[src/core/qfr_pkg.sv]
package qfr_pkg;
	// command codes; the quad-output read code is a plain default
	localparam logic [7:0] OP_QUAD_OUTPUT_READ = 8'h6B;
	localparam logic [7:0] OP_QUAD_IO_READ = 8'hEB;
	localparam logic [7:0] OP_DOUBLE_RATE_QUAD_IO_READ = 8'hED;
	localparam logic [7:0] OP_BURST_WRAP_SETUP = 8'h77;
	// phase lengths in samples (bits, nibbles or clocks)
	localparam logic [5:0] OPCODE_BITS = 6'h08;
	localparam logic [5:0] OPCODE_NIBBLES = 6'h02;
	localparam logic [5:0] ADDR_SERIAL_BITS = 6'h18;
	localparam logic [5:0] ADDR_NIBBLES = 6'h06;
	localparam logic [5:0] QOR_DUMMY_CLKS = 6'h08;
	localparam logic [5:0] MODE_NIBBLES = 6'h02;
	localparam logic [5:0] QIO_DUMMY_CLKS = 6'h04;
	localparam logic [5:0] DTR_DUMMY_CLKS = 6'h04;
	localparam logic [5:0] WRAP_FRAME_BITS = 6'h20;
	localparam logic [5:0] WRAP_FRAME_NIBBLES = 6'h08;
	// four-wire dummy settings
	localparam logic [3:0] DUMMY_CFG_RESET = 4'h2;
	localparam logic [3:0] DUMMY_P00 = 4'hA;
	localparam logic [3:0] DUMMY_P01 = 4'h4;
	localparam logic [3:0] DUMMY_P10 = 4'h6;
	localparam logic [3:0] DUMMY_P11 = 4'h8;
	localparam logic [3:0] MODE_CLKS = 4'h2;
	// mode and wrap field layout
	localparam logic [1:0] CONT_MODE_KEY = 2'h2;
	localparam int CONT_KEY_LSB = 0;
	localparam int WRAP_DIS_BIT = 4;
	localparam int WRAP_LEN_LSB = 5;
	localparam logic WRAP_DIS_RESET = 1'b1;
	localparam logic [1:0] WRAP_LEN_RESET = 2'h0;
	localparam logic [23:0] ADDR_RESET = 24'h000000;
	localparam logic [23:0] WRAP_UNIT = 24'h000008;
	localparam logic [1:0] BUF_DEPTH = 2'h2;
	typedef enum logic [7:0] {
		ST_IDLE = 8'h01, ST_OPCODE = 8'h02, ST_ADDR = 8'h04, ST_MODE = 8'h08,
		ST_DUMMY = 8'h10, ST_DATA = 8'h20, ST_WRAPSET = 8'h40,
		ST_IGNORE = 8'h80
	} qfr_state_t;
	typedef enum logic [2:0] {
		CMD_QOR = 3'h1, CMD_QIO = 3'h2, CMD_DTR = 3'h4
	} qfr_cmd_t;
endpackage : qfr_pkg

[src/core/qfr_buf_if.sv]
`timescale 1ns/1ps
interface qfr_buf_if;
	logic in_valid;
	logic in_ready;
	logic [7:0] in_data;
	logic out_valid;
	logic out_ready;
	logic [7:0] out_data;
	logic flush;
	modport store (input in_valid, in_data, out_ready, flush,
		output in_ready, out_valid, out_data);
	modport user (output in_valid, in_data, out_ready, flush,
		input in_ready, out_valid, out_data);
endinterface : qfr_buf_if

[src/core/qfr_read_engine.sv]
`timescale 1ns/1ps
module qfr_read_engine (
	// clock and reset
	input wire logic clk_sys_in,
	input wire logic rst_n_in,
	// flash pins
	input wire logic flash_cs_n_in,
	input wire logic flash_sclk_in,
	input wire logic [3:0] io_line_in,
	output logic [3:0] io_line_out,
	output logic [3:0] io_line_oe_out,
	// configuration and status bits
	input wire logic quad_enable_bit_in,
	input wire logic array_busy_in,
	input wire logic four_wire_command_mode_in,
	input wire logic set_read_param_in,
	input wire logic [1:0] read_param_in,
	input wire logic reset_instr_in,
	input wire logic cont_mode_reset_in,
	output logic cont_mode_out,
	output logic wrap_disabled_out,
	output logic [1:0] wrap_len_out,
	output logic [3:0] dummy_clocks_out,
	// array read stream
	output logic [23:0] mem_addr_out,
	output logic mem_ready_out,
	input wire logic mem_valid_in,
	input wire logic [7:0] mem_data_in
);
	qfr_buf_if buf_bus ();
	logic [5:0] pins_lvl;
	logic cs_n_lvl, sclk_lvl;
	logic [3:0] io_lvl;
	logic sclk_prev_reg, cs_prev_reg;
	logic rise, fall, cs_fall, cs_rise, in_evt, out_evt, accept;
	qfr_pkg::qfr_state_t state_reg, state_next;
	qfr_pkg::qfr_cmd_t cmd_reg, cmd_next;
	logic [5:0] cnt_reg, cnt_next;
	logic [23:0] shift_reg, shift_next, smp;
	logic dtr_reg, dtr_next, wide_reg, wide_next;
	logic cont_reg, cont_next;
	logic wrap_dis_reg, wrap_dis_next;
	logic [1:0] wrap_len_reg, wrap_len_next;
	logic [3:0] dummy_cfg_reg, dummy_cfg_next;
	logic [23:0] addr_reg, addr_next;
	logic fetch_reg, fetch_next, wrap_on_reg, wrap_on_next;
	logic [3:0] io_out_reg, io_out_next, io_oe_reg, io_oe_next;
	logic [3:0] low_nib_reg, low_nib_next;
	logic nib_sel_reg, nib_sel_next, pop;
	logic [5:0] dly;
	logic is_quad_op, addr_done;

	// three-stage filter on every pin; sclk is sampled, not used as a clock
	qfr_sync #(.WIDTH(6)) u_sync (
		.clk_sys_in(clk_sys_in),
		.rst_n_in(rst_n_in),
		.raw_in({flash_cs_n_in, flash_sclk_in, io_line_in}),
		.level_out(pins_lvl)
	);

	// two bytes of slack so a late pop never drops an array word
	qfr_skid_buffer u_buf (
		.clk_sys_in(clk_sys_in),
		.rst_n_in(rst_n_in),
		.bus(buf_bus.store)
	);

	// four-wire dummy field decode
	function automatic logic [3:0] dummy_of(input logic [1:0] p);
		unique case (p)
			2'h0: dummy_of = qfr_pkg::DUMMY_P00;
			2'h1: dummy_of = qfr_pkg::DUMMY_P01;
			2'h2: dummy_of = qfr_pkg::DUMMY_P10;
			2'h3: dummy_of = qfr_pkg::DUMMY_P11;
		endcase
	endfunction : dummy_of

	// address step, circling inside the aligned section when wrapping
	function automatic logic [23:0] next_addr(input logic [23:0] a,
		input logic wrap, input logic [1:0] len);
		logic [23:0] inc;
		logic [23:0] mask;
		inc = a + 24'h000001;
		mask = (qfr_pkg::WRAP_UNIT << len) - 24'h000001;
		next_addr = wrap ? ((a & ~mask) | (inc & mask)) : inc;
	endfunction : next_addr

	// pin edges as seen from the system clock
	assign {cs_n_lvl, sclk_lvl, io_lvl} = pins_lvl;
	assign rise = sclk_lvl & ~sclk_prev_reg;
	assign fall = ~sclk_lvl & sclk_prev_reg;
	assign cs_fall = ~cs_n_lvl & cs_prev_reg;
	assign cs_rise = cs_n_lvl & ~cs_prev_reg;
	assign in_evt = rise | (dtr_reg & fall);
	assign out_evt = fall | (dtr_reg & rise);
	assign accept = mem_valid_in & buf_bus.in_ready;
	assign smp = wide_reg ? {shift_reg[19:0], io_lvl}
		: {shift_reg[22:0], io_lvl[0]};
	assign is_quad_op = smp[7:0] == qfr_pkg::OP_QUAD_OUTPUT_READ
		|| smp[7:0] == qfr_pkg::OP_QUAD_IO_READ
		|| smp[7:0] == qfr_pkg::OP_DOUBLE_RATE_QUAD_IO_READ;
	assign addr_done = state_reg == qfr_pkg::ST_ADDR && in_evt
		&& cnt_reg == 6'h01 && !cs_rise;
	assign buf_bus.in_valid = mem_valid_in;
	assign buf_bus.in_data = mem_data_in;
	assign buf_bus.out_ready = pop;
	assign buf_bus.flush = ~fetch_reg;

	// settings, frame sequencer, fetch pointer and data shifter
	always_comb begin
		state_next = state_reg;
		cmd_next = cmd_reg;
		cnt_next = cnt_reg;
		shift_next = shift_reg;
		dtr_next = dtr_reg;
		wide_next = wide_reg;
		cont_next = cont_reg;
		wrap_dis_next = wrap_dis_reg;
		wrap_len_next = wrap_len_reg;
		dummy_cfg_next = dummy_cfg_reg;
		addr_next = addr_reg;
		fetch_next = fetch_reg;
		wrap_on_next = wrap_on_reg;
		io_out_next = io_out_reg;
		io_oe_next = io_oe_reg;
		low_nib_next = low_nib_reg;
		nib_sel_next = nib_sel_reg;
		pop = 1'b0;
		dly = qfr_pkg::QIO_DUMMY_CLKS;
		// continuation and dummy clears go first so a captured mode key still wins; wrap defaults go last
		if (set_read_param_in) dummy_cfg_next = dummy_of(read_param_in);
		if (reset_instr_in) begin
			dummy_cfg_next = qfr_pkg::DUMMY_CFG_RESET;
			cont_next = 1'b0;
		end
		if (cont_mode_reset_in) cont_next = 1'b0;
		if (accept) addr_next = next_addr(addr_reg, wrap_on_reg, wrap_len_reg);
		unique case (state_reg)
			qfr_pkg::ST_IDLE: begin
				if (cs_fall) begin
					shift_next = 24'h000000;
					if (array_busy_in) begin
						state_next = qfr_pkg::ST_IGNORE;
					end else if (cont_reg) begin
						state_next = qfr_pkg::ST_ADDR;
						wide_next = 1'b1;
						cnt_next = qfr_pkg::ADDR_NIBBLES;
					end else begin
						state_next = qfr_pkg::ST_OPCODE;
						dtr_next = 1'b0;
						wide_next = four_wire_command_mode_in;
						cnt_next = four_wire_command_mode_in
							? qfr_pkg::OPCODE_NIBBLES : qfr_pkg::OPCODE_BITS;
					end
				end
			end
			qfr_pkg::ST_OPCODE: begin
				if (rise) begin
					shift_next = smp;
					cnt_next = cnt_reg - 6'h01;
					if (cnt_reg == 6'h01) begin
						state_next = qfr_pkg::ST_ADDR;
						cnt_next = qfr_pkg::ADDR_NIBBLES;
						wide_next = 1'b1;
						if (is_quad_op && !quad_enable_bit_in) begin
							state_next = qfr_pkg::ST_IGNORE;
						end else if (smp[7:0] == qfr_pkg::OP_QUAD_OUTPUT_READ) begin
							cmd_next = qfr_pkg::CMD_QOR;
							wide_next = four_wire_command_mode_in;
							if (!four_wire_command_mode_in) cnt_next = qfr_pkg::ADDR_SERIAL_BITS;
						end else if (smp[7:0] == qfr_pkg::OP_QUAD_IO_READ) begin
							cmd_next = qfr_pkg::CMD_QIO;
						end else if (smp[7:0] == qfr_pkg::OP_DOUBLE_RATE_QUAD_IO_READ) begin
							cmd_next = qfr_pkg::CMD_DTR;
							dtr_next = 1'b1;
							// the fall closing the opcode clock is shifted out unused
							cnt_next = qfr_pkg::ADDR_NIBBLES + 6'h01;
						end else if (smp[7:0] == qfr_pkg::OP_BURST_WRAP_SETUP) begin
							state_next = qfr_pkg::ST_WRAPSET;
							wide_next = four_wire_command_mode_in;
							cnt_next = four_wire_command_mode_in
								? qfr_pkg::WRAP_FRAME_NIBBLES : qfr_pkg::WRAP_FRAME_BITS;
						end else begin
							state_next = qfr_pkg::ST_IGNORE;
						end
					end
				end
			end
			qfr_pkg::ST_ADDR: begin
				if (in_evt) begin
					shift_next = smp;
					cnt_next = cnt_reg - 6'h01;
					if (cnt_reg == 6'h01) begin
						addr_next = smp;
						fetch_next = 1'b1;
						// wrap only for quad I/O reads outside four-wire mode
						wrap_on_next = cmd_reg != qfr_pkg::CMD_QOR
							&& !four_wire_command_mode_in && !wrap_dis_reg;
						state_next = qfr_pkg::ST_MODE;
						cnt_next = qfr_pkg::MODE_NIBBLES;
						if (cmd_reg == qfr_pkg::CMD_QOR) begin
							state_next = qfr_pkg::ST_DUMMY;
							cnt_next = qfr_pkg::QOR_DUMMY_CLKS;
						end
					end
				end
			end
			qfr_pkg::ST_MODE: begin
				if (four_wire_command_mode_in) begin
					dly = {2'h0, dummy_cfg_reg - qfr_pkg::MODE_CLKS};
				end else if (dtr_reg) begin
					dly = qfr_pkg::DTR_DUMMY_CLKS;
				end
				if (in_evt) begin
					cnt_next = cnt_reg - 6'h01;
					// upper nibble carries mode bits 7:4; lower nibble is don't care
					if (cnt_reg == qfr_pkg::MODE_NIBBLES) begin
						cont_next = io_lvl[qfr_pkg::CONT_KEY_LSB +: 2]
							== qfr_pkg::CONT_MODE_KEY;
					end
					if (cnt_reg == 6'h01) begin
						state_next = (dly == 6'h00) ? qfr_pkg::ST_DATA : qfr_pkg::ST_DUMMY;
						cnt_next = dly;
						nib_sel_next = 1'b0;
					end
				end
			end
			qfr_pkg::ST_DUMMY: begin
				if (rise) begin
					cnt_next = cnt_reg - 6'h01;
					if (cnt_reg == 6'h01) begin
						state_next = qfr_pkg::ST_DATA;
						nib_sel_next = 1'b0;
					end
				end
			end
			qfr_pkg::ST_DATA: begin
				// high nibble first; an empty buffer repeats the last nibble
				if (out_evt) begin
					if (!nib_sel_reg) begin
						if (buf_bus.out_valid) begin
							io_out_next = buf_bus.out_data[7:4];
							low_nib_next = buf_bus.out_data[3:0];
							io_oe_next = 4'hF;
							pop = 1'b1;
							nib_sel_next = 1'b1;
						end
					end else begin
						io_out_next = low_nib_reg;
						nib_sel_next = 1'b0;
					end
				end
			end
			qfr_pkg::ST_WRAPSET: begin
				if (rise) begin
					shift_next = smp;
					cnt_next = cnt_reg - 6'h01;
					// a frame cut short never touches the wrap setting
					if (cnt_reg == 6'h01) begin
						wrap_dis_next = smp[qfr_pkg::WRAP_DIS_BIT];
						wrap_len_next = smp[qfr_pkg::WRAP_LEN_LSB +: 2];
						state_next = qfr_pkg::ST_IGNORE;
					end
				end
			end
			qfr_pkg::ST_IGNORE: begin
				state_next = qfr_pkg::ST_IGNORE;
			end
			default: begin
				state_next = qfr_pkg::ST_IDLE;
			end
		endcase
		if (cs_rise) begin
			state_next = qfr_pkg::ST_IDLE;
			io_oe_next = 4'h0;
			fetch_next = 1'b0;
			wrap_on_next = 1'b0;
		end
		if (reset_instr_in) begin
			wrap_dis_next = qfr_pkg::WRAP_DIS_RESET;
			wrap_len_next = qfr_pkg::WRAP_LEN_RESET;
		end
	end

	always_ff @(posedge clk_sys_in or negedge rst_n_in) begin
		if (!rst_n_in) begin
			sclk_prev_reg <= 1'b1;
			cs_prev_reg <= 1'b1;
			state_reg <= qfr_pkg::ST_IDLE;
			cmd_reg <= qfr_pkg::CMD_QIO;
			cnt_reg <= 6'h00;
			shift_reg <= 24'h000000;
			dtr_reg <= 1'b0;
			wide_reg <= 1'b0;
			cont_reg <= 1'b0;
			wrap_dis_reg <= qfr_pkg::WRAP_DIS_RESET;
			wrap_len_reg <= qfr_pkg::WRAP_LEN_RESET;
			dummy_cfg_reg <= qfr_pkg::DUMMY_CFG_RESET;
			addr_reg <= qfr_pkg::ADDR_RESET;
			fetch_reg <= 1'b0;
			wrap_on_reg <= 1'b0;
			io_out_reg <= 4'h0;
			io_oe_reg <= 4'h0;
			low_nib_reg <= 4'h0;
			nib_sel_reg <= 1'b0;
		end else begin
			sclk_prev_reg <= sclk_lvl;
			cs_prev_reg <= cs_n_lvl;
			state_reg <= state_next;
			cmd_reg <= cmd_next;
			cnt_reg <= cnt_next;
			shift_reg <= shift_next;
			dtr_reg <= dtr_next;
			wide_reg <= wide_next;
			cont_reg <= cont_next;
			wrap_dis_reg <= wrap_dis_next;
			wrap_len_reg <= wrap_len_next;
			dummy_cfg_reg <= dummy_cfg_next;
			addr_reg <= addr_next;
			fetch_reg <= fetch_next;
			wrap_on_reg <= wrap_on_next;
			io_out_reg <= io_out_next;
			io_oe_reg <= io_oe_next;
			low_nib_reg <= low_nib_next;
			nib_sel_reg <= nib_sel_next;
		end
	end

	// outputs straight from flops
	assign io_line_out = io_out_reg;
	assign io_line_oe_out = io_oe_reg;
	assign cont_mode_out = cont_reg;
	assign wrap_disabled_out = wrap_dis_reg;
	assign wrap_len_out = wrap_len_reg;
	assign dummy_clocks_out = dummy_cfg_reg;
	assign mem_addr_out = addr_reg;
	assign mem_ready_out = buf_bus.in_ready;

	// checks on the sequencer
	AST_CS_RELEASE: assert property (@(posedge clk_sys_in) disable iff (!rst_n_in)
		cs_rise |=> io_line_oe_out == 4'h0 ##1 io_line_oe_out == 4'h0)
		else $error("data lines still driven after chip select rose");
	AST_BUSY_REJECT: assert property (@(posedge clk_sys_in) disable iff (!rst_n_in)
		(state_reg == qfr_pkg::ST_IDLE && cs_fall && array_busy_in)
		|=> state_reg == qfr_pkg::ST_IGNORE)
		else $error("read accepted while array busy");
	AST_QE_GATE: assert property (@(posedge clk_sys_in) disable iff (!rst_n_in)
		(state_reg == qfr_pkg::ST_OPCODE && rise && cnt_reg == 6'h01 && !cs_rise
		&& is_quad_op && !quad_enable_bit_in) |=> state_reg == qfr_pkg::ST_IGNORE)
		else $error("quad read taken without quad enable");
	AST_ADDR_STEP: assert property (@(posedge clk_sys_in) disable iff (!rst_n_in)
		(accept && !wrap_on_reg && !addr_done)
		|=> mem_addr_out == $past(mem_addr_out) + 24'h000001)
		else $error("read address did not step by one");
	AST_WRAP_PAGE: assert property (@(posedge clk_sys_in) disable iff (!rst_n_in)
		(accept && wrap_on_reg) |=> mem_addr_out[23:6] == $past(mem_addr_out[23:6]))
		else $error("wrapped read left its section");
	AST_CONT_KEY: assert property (@(posedge clk_sys_in) disable iff (!rst_n_in)
		(state_reg == qfr_pkg::ST_MODE && in_evt && cnt_reg == qfr_pkg::MODE_NIBBLES
		&& io_lvl[1:0] == 2'h2) |=> cont_mode_out)
		else $error("continuation key not captured");
	AST_DUMMY_DEFAULT: assert property (@(posedge clk_sys_in) disable iff (!rst_n_in)
		reset_instr_in |=> dummy_clocks_out == 4'h2)
		else $error("dummy count not back to two");
	AST_DUMMY_MAP: assert property (@(posedge clk_sys_in) disable iff (!rst_n_in)
		(set_read_param_in && !reset_instr_in && read_param_in == 2'h0)
		|=> dummy_clocks_out == 4'hA)
		else $error("dummy field 00 not mapped to ten");
	AST_FALL_DRIVE: assert property (@(posedge clk_sys_in) disable iff (!rst_n_in)
		(!dtr_reg && $changed(io_line_out)) |-> $past(fall))
		else $error("single-rate data changed off a falling edge");
	AST_NO_WRAP_QPI: assert property (@(posedge clk_sys_in) disable iff (!rst_n_in)
		(addr_done && four_wire_command_mode_in) |=> !wrap_on_reg)
		else $error("wrap armed in four-wire mode");
endmodule : qfr_read_engine

[src/core/qfr_sync.sv]
`timescale 1ns/1ps
module qfr_sync #(
	parameter int WIDTH = 6
) (
	// clock and reset
	input wire logic clk_sys_in,
	input wire logic rst_n_in,
	// raw pins and filtered levels
	input wire logic [WIDTH-1:0] raw_in,
	output logic [WIDTH-1:0] level_out
);
	logic [WIDTH-1:0] s1_reg, s2_reg, s3_reg, lvl_reg;
	logic [WIDTH-1:0] lvl_next;

	// a bit moves only once the second and third stages agree
	always_comb begin
		lvl_next = (lvl_reg & (s2_reg ^ s3_reg)) | (s2_reg & ~(s2_reg ^ s3_reg));
	end

	always_ff @(posedge clk_sys_in or negedge rst_n_in) begin
		if (!rst_n_in) begin
			s1_reg <= '1;
			s2_reg <= '1;
			s3_reg <= '1;
			lvl_reg <= '1;
		end else begin
			s1_reg <= raw_in;
			s2_reg <= s1_reg;
			s3_reg <= s2_reg;
			lvl_reg <= lvl_next;
		end
	end

	assign level_out = lvl_reg;
endmodule : qfr_sync

[src/core/qfr_skid_buffer.sv]
`timescale 1ns/1ps
module qfr_skid_buffer (
	// clock and reset
	input wire logic clk_sys_in,
	input wire logic rst_n_in,
	// both sides of the buffer
	qfr_buf_if.store bus
);
	logic [7:0] head_reg, tail_reg, head_next, tail_next;
	logic [1:0] count_reg, count_next;
	logic in_ready_reg, in_ready_next;
	logic push, pop;

	// head always holds the oldest byte; ready is registered
	always_comb begin
		push = bus.in_valid & in_ready_reg;
		pop = bus.out_ready & (count_reg != 2'h0);
		head_next = head_reg;
		tail_next = tail_reg;
		count_next = count_reg;
		if (push && !pop) begin
			if (count_reg == 2'h0) head_next = bus.in_data;
			else tail_next = bus.in_data;
			count_next = count_reg + 2'h1;
		end else if (pop && !push) begin
			head_next = tail_reg;
			count_next = count_reg - 2'h1;
		end else if (push && pop) begin
			if (count_reg == 2'h1) begin
				head_next = bus.in_data;
			end else begin
				head_next = tail_reg;
				tail_next = bus.in_data;
			end
		end
		if (bus.flush) count_next = 2'h0;
		in_ready_next = !bus.flush && (count_next != qfr_pkg::BUF_DEPTH);
	end

	always_ff @(posedge clk_sys_in or negedge rst_n_in) begin
		if (!rst_n_in) begin
			head_reg <= 8'h00;
			tail_reg <= 8'h00;
			count_reg <= 2'h0;
			in_ready_reg <= 1'b0;
		end else begin
			head_reg <= head_next;
			tail_reg <= tail_next;
			count_reg <= count_next;
			in_ready_reg <= in_ready_next;
		end
	end

	assign bus.in_ready = in_ready_reg;
	assign bus.out_valid = count_reg != 2'h0;
	assign bus.out_data = head_reg;
endmodule : qfr_skid_buffer

[config.mk]
export PLATFORM = sky130hd
export DESIGN_NAME = qfr_read_engine
export DESIGN_NICKNAME = d
export VERILOG_FILES = /design/src/core/qfr_pkg.sv /design/src/core/qfr_buf_if.sv /design/src/core/qfr_read_engine.sv /design/src/core/qfr_sync.sv /design/src/core/qfr_skid_buffer.sv
export SDC_FILE = /design/constraint.sdc
export NUM_CORES = 1
export LEC_CHECK = 0
export ABC_AREA = 1
export BUFFER_PORTS_ARGS = -buffer_cell sky130_fd_sc_hd__buf_2
export CELL_PAD_IN_SITES_DETAIL_PLACEMENT = 1
export CELL_PAD_IN_SITES_GLOBAL_PLACEMENT = 1
export CORE_UTILIZATION = 35
export DETAILED_ROUTE_END_ITERATION = 10
export PLACE_DENSITY_LB_ADDON = 0.1
export SYNTH_ARGS = -nofsm -noshare
export SYNTH_HDL_FRONTEND = slang
export SYNTH_HIERARCHICAL = 1
export SYNTH_SLANG_ARGS = --single-unit
[constraint.sdc]
create_clock -name clk_sys_in -period 2.6 [get_ports clk_sys_in]
set_clock_uncertainty 0.05 [all_clocks]
set_input_delay 0 -clock clk_sys_in [delete_from_list [all_inputs] [get_ports clk_sys_in]]
set_output_delay 0 -clock clk_sys_in [all_outputs]
set_load 0.01 [all_outputs]
==> results of run 1 <==
[power breakdown]
group          internal (mW)  leakage (nW)  switching [mW]
clock network           1.66         0.305           0.954
registers               2.18          1.56           0.131
logic                  0.546          2.51            1.26
[layer usage]
layer,vias up,wire length (µm),GRT usage
met3,15,642,0.0398
met4,0,176,0.0500
li1,3202,-,-
met2,87,8860,0.298
met5,-,0,0
met1,3047,10900,0.305
[cells by family after synthesis]
group	synth area share
muxes	0.00540
DFF	0.444
buffers and inverters	0.0873
other	0.000506
adders and majority gates	0.0169
AOI/OAI and AO/OA	0.119
xor gates and xnor gates	0.0236
and+or+nand+nor	0.303
[timing repair]
| action | in CTS | in global routing |
|---|---|---|
| resized for setup | 0 | 2 |
| hold buffers | 26 | 0 |
| endpoints found under the setup margin | 0 | 10 |
| hold endpoints to repair | 138 | 0 |
[layout by cell type, fill, tap and decap left out, drive strengths merged, types with 20 or more instances in the layout]
master | synthesis | layout
inv | 124 | 126
nand3 | 57 | 57
nand2 | 320 | 320
dlygate4sd3 | 0 | 26
a21oi | 28 | 28
o21ai | 86 | 86
nor2 | 70 | 70
buf | 19 | 77
dfstp | 30 | 30
clkbuf | 6 | 20
dfrtp | 100 | 100
[per-stage QoR]
| stage | setup slack, ns | std cells | hold WS (ns) | instance area (µm²) | utilization |
|---|---|---|---|---|---|
| 2_1_floorplan | 0.302 | 943 | -0.346 | 7410 | - |
| 3_3_place_gp | 0.217 | 1265 | -0.0876 | 8020 | 0.391 |
| 3_5_place_dp | 0.156 | 1265 | -0.0844 | 8020 | 0.391 |
| 4_1_cts | 0.153 | 1323 | 0.0233 | 8920 | 0.435 |
| 5_1_grt | 0.0835 | 1324 | 0.0450 | 8920 | 0.435 |
| 6_report | 0.343 | 1324 | 0.0146 | 8920 | 0.435 |
[critical path, stage by stage (launching register included)]
cell	delay (ns)
sky130_fd_sc_hd__dfstp_2	0.55
sky130_fd_sc_hd__inv_1	0.05
sky130_fd_sc_hd__or2_1	0.22
sky130_fd_sc_hd__o21ai_1	0.17
sky130_fd_sc_hd__inv_1	0.06
sky130_fd_sc_hd__nor2_1	0.11
sky130_fd_sc_hd__nand2_1	0.15
sky130_fd_sc_hd__inv_2	0.19
sky130_fd_sc_hd__nand2_2	0.12
sky130_fd_sc_hd__nand2_4	0.13
sky130_fd_sc_hd__nand2_8	0.09
sky130_fd_sc_hd__nand2_8	0.08
sky130_fd_sc_hd__nand2_1	0.06
sky130_fd_sc_hd__nand3_1	0.07
sky130_fd_sc_hd__nand2_1	0.06
[worst paths after layout]
kind / depth (start not counted) / slack, ns / startpoint / end
worst max-delay path: 14 / 0.34 / flop / u_buf/bus.out_data[1]
worst min-delay path: 2 / 0.01 / rst_n_in / shift_reg[20]
worst max register to register: 14 / 0.34 / flop / u_buf/bus.out_data[1]
worst min register to register: 0 / 0.30 / u_sync/s1_reg[1] / u_sync/s2_reg[1]
max in group asynchronous: 3 / 1.70 / rst_n_in / wrap_disabled_out
min in group clk_sys_in: 5 / 0.11 / mem_valid_in / mem_addr_out[1]
[cell type report]
cell class | instances | area (µm²) | share of cell area
inverter | 124 | 468 | 0.0525
clock buffer | 20 | 457 | 0.0512
multi-input combinational | 664 | 3470 | 0.390
clock inverter | 12 | 179 | 0.0201
antenna | 1 | 2.50 | 0.000281
sequential | 130 | 3290 | 0.369
timing repair buffer | 103 | 709 | 0.0795
tap | 270 | 338 | 0.0379
==> summary.md, run 1 <==
| Metric | Value |
|---|---|
| Result of the run | finished clean |
| Maximum clock insertion buffer count | 2 |
| Vias after detailed routing | 6351 |
| Post-route ant nets | 0 |
| Half-perimeter wire length after placement | 15300 µm |
| Die Y | 148 µm |
| Largest net degree at the start of global routing | 63 |
| Areal power density over the cells | 754 nW/µm² |
| Antenna violations before repair | 1 |
| Sequential cell area fraction in the yosys report | 0.444 |
| Final routed wire length divided by cell count | 15.5 µm |
| Number of clock buffers inserted by TritonCTS | 17 |
| Setup violation total in the final timing report | 0 |
| Fraction of registers with async set/reset | 1.00 |
| Number of distinct library cell variants in the gate-level netlist after synthesis | 53 |
| Tightest Pin Transition | 0.634 ns |
| Total core area | 20500 µm² |
| Initial core utilization | 0.362 |
| Average vias per placed instance | 4.80 |
| CTS tree | done |
| Remaining design rule violation count | 0 |
| Mean instance size in the synthesized netlist | 7.86 µm² |
| Yosys top cell area share | 0.338 |
| Placement row count | 52 |
| Relative max-transition margin | 0.573 |
| Number of nets at the end of the flow | 1075 |
| Total die area | 21800 µm² |
| Max Clk Rate | 0.443 GHz |
| Max_cap viols | 0 |
| 1st-iter DRT viols | 316 |
| Tot Pwr | 6.73 mW |
| Top post-synthesis cells by count | sky130_fd_sc_hd__nand2_1 (287), sky130_fd_sc_hd__inv_1 (106), sky130_fd_sc_hd__dfrtp_1 (100) |
| Count of port buffers added during placement | 64 |
| GRT Total Usage | 0.203 |
| Number of hold-slack violations in the final timing report | 0 |
| First-pass GRT wire length | 34600 µm |
| # Post-CTS Setup Buffers | 0 |
| Crit. End Element | flop |
| Highest ir drop seen on vdd | 0.516 mV |
| Layout cells sized above 1 | 0.229 |
| Final Slew Violations | 0 |
| Worst hold path class | primary input to asynchronous set/reset pin |
| Worst setup path class | flop to flop |
| Synth area leader | sky130_fd_sc_hd__dfrtp_1 |
| Clock transition time at the flip-flop clock pins of the worst setup and hold paths | 0.06 ns |
| Detailed Routing Iterations Pass 1 | 4 |
| Clk Tree Root Cell | sky130_fd_sc_hd__clkbuf_16 |
| Layout overhead on the synthesized area | 20.3% |
| Via count of the first global-routing pass | 6526 |
| Clock H-tree levels | 4 |
| Max FO, Critical Path | 9 |
| Leakage dissipation | 4.37 nW |
| Biggest area contributors in the synthesized netlist | sky130_fd_sc_hd__dfrtp_1 (34%), sky130_fd_sc_hd__nand2_1 (15%), sky130_fd_sc_hd__dfstp_2 (11%) |
| Unrepaired setup endpoints after global routing | no |
| Horizontal die dimension | 148 µm |
| Worst EP required | 2.86 ns |
| Worst endpoint data arrival time | 2.52 ns |
| Filler cell count | 2546 |
| Clock Latency Late Sink | 0.42 ns |
| Count of flip-flops with a built-in enable after synthesis | 0 |
| Tmin final | 2.26 ns |
| Global placement routability congestion | 0.861 |
| Synthesized netlist net count | 978 |
| Number of warning messages in the yosys log | 6 |
| GR Overflow Total | 0 |
| Cells after Synth | 943 |
| Largest register FFs | 24 |
| I/O pin count | 66 |
| Final Cycle Share | 0.868 |
| Total Negative Setup Slacks | 0 ns |
| Number of clock sinks | 130 |
| Synthesized flop and latch total | 130 |
| Cell Area, Synth | 7410 µm² |
| Most repeated cell in the gate-level netlist after synthesis | sky130_fd_sc_hd__nand2_1 |
| Critical Path Start Type | flop |
| Routed wire length | 20600 µm |
| Dominant synthesized flop cell | sky130_fd_sc_hd__dfrtp_1 |
Power figures use the tool's default switching activity.
==> inputs of run 2 (changes only) <==
- CTS_BUF_LIST: unset -> sky130_fd_sc_hd__clkbuf_8 sky130_fd_sc_hd__clkbuf_16
- clock period: 2.6 -> 1.9 ns (I/O delays scaled with it)
==> summary.md, run 2 (same netlist as run 1, synthesis figures left out) <==
| Metric | Value |
|---|---|
| Tmin final | 2.09 ns (-0.171 ns) |
| Violations in the final reports | negative setup slack |
| Highest ir drop seen on vdd | 0.667 mV (+29%) |
| Max FO, Critical Path | 6 (-3) |
| Max Clk Rate | 0.479 GHz (+8.2%) |
| Routed wire length | 24700 µm (+20%) |
| GR met2 Demand/Resource | 0.395 (+0.0967) |
| Global placement routability congestion | 0.858 (-0.34%) |
| Layout overhead on the synthesized area | 44.1% |
| Final Cycle Share | 1.10 (+0.230) |
| Startpoint of the lowest-slack hold path | mem_valid_in |
| Half-perimeter wire length after placement | 16300 µm (+6.1%) |
| Worst endpoint data arrival time | 2.35 ns (-0.17 ns) |
| GRT Total Usage | 0.228 (+0.0249) |
| Maximum clock insertion buffer count | 2 (unchanged) |
| Number of cells on the worst hold path | 5 |
| Setup violation total in the final timing report | 82 (+82) |
| Number of clock buffers inserted by TritonCTS | 17 (unchanged) |
| End point of the worst hold path | mem_addr_out[1] |
| Unrepaired setup endpoints after global routing | yes |
| Share of the core filled with cells in the final layout | 0.521 (+0.0860) |
| Areal power density over the cells | 985 nW/µm² (+31%) |
| Max_cap viols | 0 (unchanged) |
| First-pass GRT wire length | 38700 µm (+12%) |
| Total core area | 20500 µm² (unchanged) |
| Final routed wire length divided by cell count | 16.9 µm (+9.1%) |
| Setup WS post-layout | -0.186 ns (-0.529 ns) |
| I/O pin count | 66 (unchanged) |
| Horizontal die dimension | 148 µm (unchanged) |
| Largest register FFs | 24 (unchanged) |
| Placement row count | 52 (unchanged) |
| Crit. End Element | flop |
| Final Slew Violations | 0 (unchanged) |
| Total die area | 21800 µm² (unchanged) |
| Number of nets at the end of the flow | 1210 (+13%) |
| Result of the run | finished with violations |
| GR Overflow Total | 0 (unchanged) |
| 1st-iter DRT viols | 274 (-13%) |
| Critical Path Start Type | flop |
| Count of port buffers added during placement | 64 (unchanged) |
| Average vias per placed instance | 4.87 (+1.5%) |
| Die Y | 148 µm (unchanged) |
| CTS tree | done |
| Number of hold-slack violations in the final timing report | 0 (unchanged) |
| Worst EP required | 2.16 ns (-0.70 ns) |
| Worst hold path class | primary input to flop |
| Clock transition time at the flip-flop clock pins of the worst setup and hold paths | 0.06 ns (about the same) |
| Commonest non-fill, non-tap cell in the layout | sky130_fd_sc_hd__nand2_1 |
| Number of clock sinks | 130 (unchanged) |
| Remaining design rule violation count | 0 (unchanged) |
| Depth of the most critical reg-to-reg path | 11 (-3) |
| Initial core utilization | 0.362 (unchanged) |
| Worst setup path class | flop to flop |
| Reg-to-reg setup timing slack | -0.19 ns (-0.53 ns) |
| RR Endpoint | state_reg[4] |
| Minimum hold slack | 0.0794 ns (+0.0648 ns) |
| Commonest cells after routing, fill and taps aside | sky130_fd_sc_hd__nand2_1 (246), sky130_fd_sc_hd__buf_4 (110), sky130_fd_sc_hd__inv_1 (101), sky130_fd_sc_hd__dfrtp_1 (97), sky130_fd_sc_hd__buf_2 (63) |
| Grt met3 use | 0.0395 (-0.000309) |
| Clock H-tree levels | 4 (unchanged) |
| Clk Tree Root Cell | sky130_fd_sc_hd__clkbuf_16 |
| Post-route ant nets | 0 (unchanged) |
| Global route hottest layer | met2 |
| Vias after detailed routing | 7102 (+12%) |
| Leakage dissipation | 5.19 nW (+19%) |
| Largest net degree at the start of global routing | 52 (-17%) |
| Antenna violations before repair | 0 (-1) |
| GR Util met1 | 0.296 (-0.00887) |
| Number of antenna repair diodes | 0 (-1) |
| Via count of the first global-routing pass | 7478 (+15%) |
| Detailed Routing Iterations Pass 1 | 4 (unchanged) |
| Clock Latency Late Sink | 0.43 ns (about the same) |
| Layout cells sized above 1 | 0.406 (+0.177) |
run 2: routing by layer:
layer  vias to the layer above  part of all wire
met5                         -                 0
met4                         0             0.017
met3                        30             0.029
met2                       105              0.50
met1                      3486              0.45
li1                       3481                 -
run 2: worst max-delay path: stages, from the launching register on:
cell and delay (ns):
sky130_fd_sc_hd__dfstp_2 0.54, sky130_fd_sc_hd__inv_2 0.04, sky130_fd_sc_hd__or2_4 0.24, sky130_fd_sc_hd__buf_4 0.13, sky130_fd_sc_hd__buf_4 0.15, sky130_fd_sc_hd__nand2_1 0.09
sky130_fd_sc_hd__a21oi_1 0.06, sky130_fd_sc_hd__nor2_2 0.13, sky130_fd_sc_hd__nand3_2 0.21, sky130_fd_sc_hd__buf_6 0.21, sky130_fd_sc_hd__nand2_1 0.05, sky130_fd_sc_hd__o21ai_1 0.07
run 2: cell type report:
type	count	area, µm²
inverter	124	505
timing repair buffer	233	1900
multi-input combinational	666	4010
sequential	130	3290
clock buffer	18	439
clock inverter	14	141
fill	2493	9810
timing repair inverter	3	52.6
tap	270	338
run 2: report_power, final:
group | internal, mW | switching [mW]
Sequential | 2.98 | 0.163
Combinational | 1.72 | 2.34
Clock | 1.88 | 1.43
Total | 6.59 | 3.94
run 2: metrics by stage:
step / setup TNS, ns / instances / instance area [µm²] / power, mW / setup WS [ns]
CTS: -3.84 / 1439 / 10100 / 10.2 / -0.181
global route: -14.71 / 1458 / 10700 / 11.1 / -0.286
floorplan: -2.97 / 943 / 7430 / 5.02 / -0.190
detailed placement: -3.60 / 1350 / 8720 / 6.18 / -0.160
finish: -7.16 / 1458 / 10700 / 10.5 / -0.186
global placement: -1.52 / 1350 / 8720 / 6.15 / -0.0810
run 2: repair_timing:
item,CTS,global route
cloned,5,4
gates resized for setup,77,131
buffers inserted,23,20
pin swaps,19,32
endpoints found under the hold margin,137,0
hold buffers,30,0
endpoints found under the setup margin,61,102
run 2: worst max path at each step:
| stage | from | to | depth (start not counted) |
|---|---|---|---|
| 3_5_place_dp | flop | u_buf/bus.out_data[7] | 14 |
| 6_report | flop | state_reg[4] | 11 |
| 2_1_floorplan | flop | u_buf/bus.out_data[0] | 15 |
| 5_1_grt | flop | state_reg[4] | 12 |
| 4_1_cts | flop | u_buf/bus.out_data[7] | 14 |
| 3_3_place_gp | flop | u_buf/bus.out_data[0] | 14 |
==> inputs of run 3 (changes only) <==
- ABC_CLOCK_PERIOD_IN_PS: unset -> 1900
- REMOVE_ABC_BUFFERS: unset -> 1
- SETUP_SLACK_MARGIN: unset -> 0.1
==> summary.md, run 3 (same netlist as run 1, synthesis figures left out) <==
| Metric | Value |
|---|---|
| Relative max-transition margin | 0.572 |
| Routed wire length | 24900 µm (+0.90%) |
| First-pass GRT wire length | 38500 µm (-0.55%) |
| Number of hold-slack violations in the final timing report | 0 (unchanged) |
| Total die area | 21800 µm² (unchanged) |
| Final Slew Violations | 0 (unchanged) |
| Crit. End Element | flop |
| Tmin final | 2.05 ns (-0.0396 ns) |
| Layout overhead on the synthesized area | 52.3% |
| Commonest non-fill, non-tap cell in the layout | sky130_fd_sc_hd__nand2_1 |
| Placement row count | 52 (unchanged) |
| Kind of cell adding the most delay to the critical path | simple AND/OR/NAND/NOR gates |
| Clock transition time at the flip-flop clock pins of the worst setup and hold paths | 0.06 ns (about the same) |
| Final Cycle Share | 1.08 (-0.0209) |
| Commonest cells after routing, fill and taps aside | sky130_fd_sc_hd__nand2_1 (219), sky130_fd_sc_hd__buf_4 (101), sky130_fd_sc_hd__inv_1 (98), sky130_fd_sc_hd__dfrtp_1 (96), sky130_fd_sc_hd__buf_2 (63) |
| Vias after detailed routing | 7146 (+0.62%) |
| Clk Tree Root Cell | sky130_fd_sc_hd__clkbuf_16 |
| Violations in the final reports | negative setup slack |
| Detailed Routing Iterations Pass 1 | 4 (unchanged) |
| Result of the run | finished with violations |
| Minimum hold slack | 0.0570 ns (-0.0225 ns) |
| Post-route ant nets | 0 (unchanged) |
| GR Overflow Total | 0 (unchanged) |
| Initial core utilization | 0.362 (unchanged) |
| Share of the core filled with cells in the final layout | 0.551 (+0.0297) |
| Worst endpoint data arrival time | 2.32 ns (-0.03 ns) |
| CTS tree | done |
| Horizontal die dimension | 148 µm (unchanged) |
| Clock H-tree levels | 4 (unchanged) |
| Worst EP required | 2.18 ns (+0.02 ns) |
| Layout cells sized above 1 | 0.448 (+0.0423) |
| Post-route standard cell area excluding fillers | 11300 µm² (+5.7%) |
| Worst hold path class | primary input to asynchronous set/reset pin |
| Setup violation total in the final timing report | 82 (unchanged) |
| Via count of the first global-routing pass | 7205 (-3.7%) |
| Half-perimeter wire length after placement | 16800 µm (+3.1%) |
| Remaining design rule violation count | 0 (unchanged) |
| I/O pin count | 66 (unchanged) |
| Number of clock buffers inserted by TritonCTS | 17 (unchanged) |
| Areal power density over the cells | 1030 nW/µm² (+4.2%) |
| 1st-iter DRT viols | 285 (+4.0%) |
| Clock Latency Late Sink | 0.43 ns (about the same) |
| Average vias per placed instance | 4.89 (+0.34%) |
| Number of antenna repair diodes | 0 (unchanged) |
| Max_cap viols | 0 (unchanged) |
| Cell breakdown of the critical path | inv_2 > or2_4 > o21ai_4 > inv_2 > nor2_4 > nand2_2 > clkinv_4 > nand2_8 > nand2_8 > nand2_8 > nand2_8 > nand2_1 > nand3_1 > nand2_1 |
| Tightest Pin Transition | 0.635 ns |
| GRT Total Usage | 0.227 (-0.00137) |
| Max Clk Rate | 0.489 GHz (+1.9%) |
| Leakage dissipation | 5.55 nW (+6.8%) |
| Global placement routability congestion | 0.827 (-3.5%) |
| Crit path buffers/inverters | 3 (-1) |
| Highest ir drop seen on vdd | 0.628 mV (-5.8%) |
| Die Y | 148 µm (unchanged) |
| Largest net degree at the start of global routing | 57 (+9.6%) |
| Unrepaired setup endpoints after global routing | yes |
| Total core area | 20500 µm² (unchanged) |
| Critical Path Start Type | flop |
| Setup WS post-layout | -0.146 ns (+0.0396 ns) |
| Post-detailed-placement cell area | 8750 µm² (+0.34%) |
| Antenna violations before repair | 0 (unchanged) |
| Count of port buffers added during placement | 64 (unchanged) |
| Final routed wire length divided by cell count | 17.0 µm (+0.62%) |
| Worst setup path class | flop to flop |
| Largest register FFs | 24 (unchanged) |
| Number of clock sinks | 130 (unchanged) |
| Cell with the largest stage delay on the worst path | sky130_fd_sc_hd__dfstp_2 |
| Maximum clock insertion buffer count | 2 (unchanged) |
| Number of nets at the end of the flow | 1214 (+0.33%) |
| Max FO, Critical Path | 8 (+2) |
| Cell seen most often among critical-path stages | sky130_fd_sc_hd__nand2_8 |
| Stage delay of the slowest cell on the critical path | 0.54 ns (about the same) |
[run 3: area by class of cell]
type | count | area (µm²)
Clock buffer | 18 | 450
Clock inverter | 14 | 163
Fill cell | 2383 | 9210
Inverter | 124 | 504
Multi-Input combinational cell | 666 | 4420
Sequential cell | 130 | 3300
Tap cell | 270 | 338
Timing Repair Buffer | 239 | 2110
Timing Repair inverter | 1 | 11.3
[run 3: power by group]
group	switching [mW]	total [mW]	internal [mW]
logic	2.72	4.96	2.23
clock network	1.44	3.49	2.05
registers	0.158	3.14	2.98
total	4.32	11.6	7.27
[run 3: what timing repair did]
action                                  in CTS  in global routing
gates cloned                                 5                  3
hold buffers                                26                  0
endpoints found under the setup margin      98                101
gates resized for setup                     80                244
buffers inserted                            10                 34
pin swaps                                   21                 64
endpoints found under the hold margin      133                  0
[run 3: final timing paths]
check                            startpoint                    end  slack (ns)  cells past startpoint
setup / recovery                       flop  u_buf/bus.out_data[5]       -0.15                     14
hold / removal                     rst_n_in       mem_addr_out[19]        0.06                      2
setup reg to reg                       flop  u_buf/bus.out_data[5]       -0.15                     14
hold reg to reg            u_sync/s1_reg[2]       u_sync/s2_reg[2]        0.31                      0
max in group asynchronous          rst_n_in               wide_reg        1.06                      3
min in group clk_sys_in        mem_valid_in        mem_addr_out[1]        0.13                      5
[run 3: per-stage QoR]
stage          cells  TNS, ns  setup slack, ns  total power, mW
3_5_place_dp    1356    -8.36           -0.329             6.31
4_1_cts         1427    -5.10           -0.159             10.4
3_3_place_gp    1356    -5.73           -0.248             6.28
5_1_grt         1462   -14.90           -0.265             12.1
6_report        1462    -7.19           -0.146             11.6
2_1_floorplan    918   -32.96           -0.798             4.80
[run 3: routing by layer]
metal | wire length (µm) | up-vias | global-route usage
li1 | - | 3494 | -
met1 | 11900 | 3513 | 0.323
met2 | 12000 | 110 | 0.359
met3 | 704 | 29 | 0.0324
met4 | 342 | 0 | 0.0639
met5 | 0 | - | 0
[run 3: worst register-to-register path, stage by stage, from the launching register on]
cell                       delay (ns)
sky130_fd_sc_hd__dfstp_2         0.54
sky130_fd_sc_hd__inv_2           0.04
sky130_fd_sc_hd__or2_4           0.25
sky130_fd_sc_hd__o21ai_4         0.15
sky130_fd_sc_hd__inv_2           0.06
sky130_fd_sc_hd__nor2_4          0.11
sky130_fd_sc_hd__nand2_2         0.09
sky130_fd_sc_hd__clkinv_4        0.10
sky130_fd_sc_hd__nand2_8         0.07
sky130_fd_sc_hd__nand2_8         0.11
sky130_fd_sc_hd__nand2_8         0.08
sky130_fd_sc_hd__nand2_8         0.12
sky130_fd_sc_hd__nand2_1         0.06
sky130_fd_sc_hd__nand3_1         0.06
sky130_fd_sc_hd__nand2_1         0.05
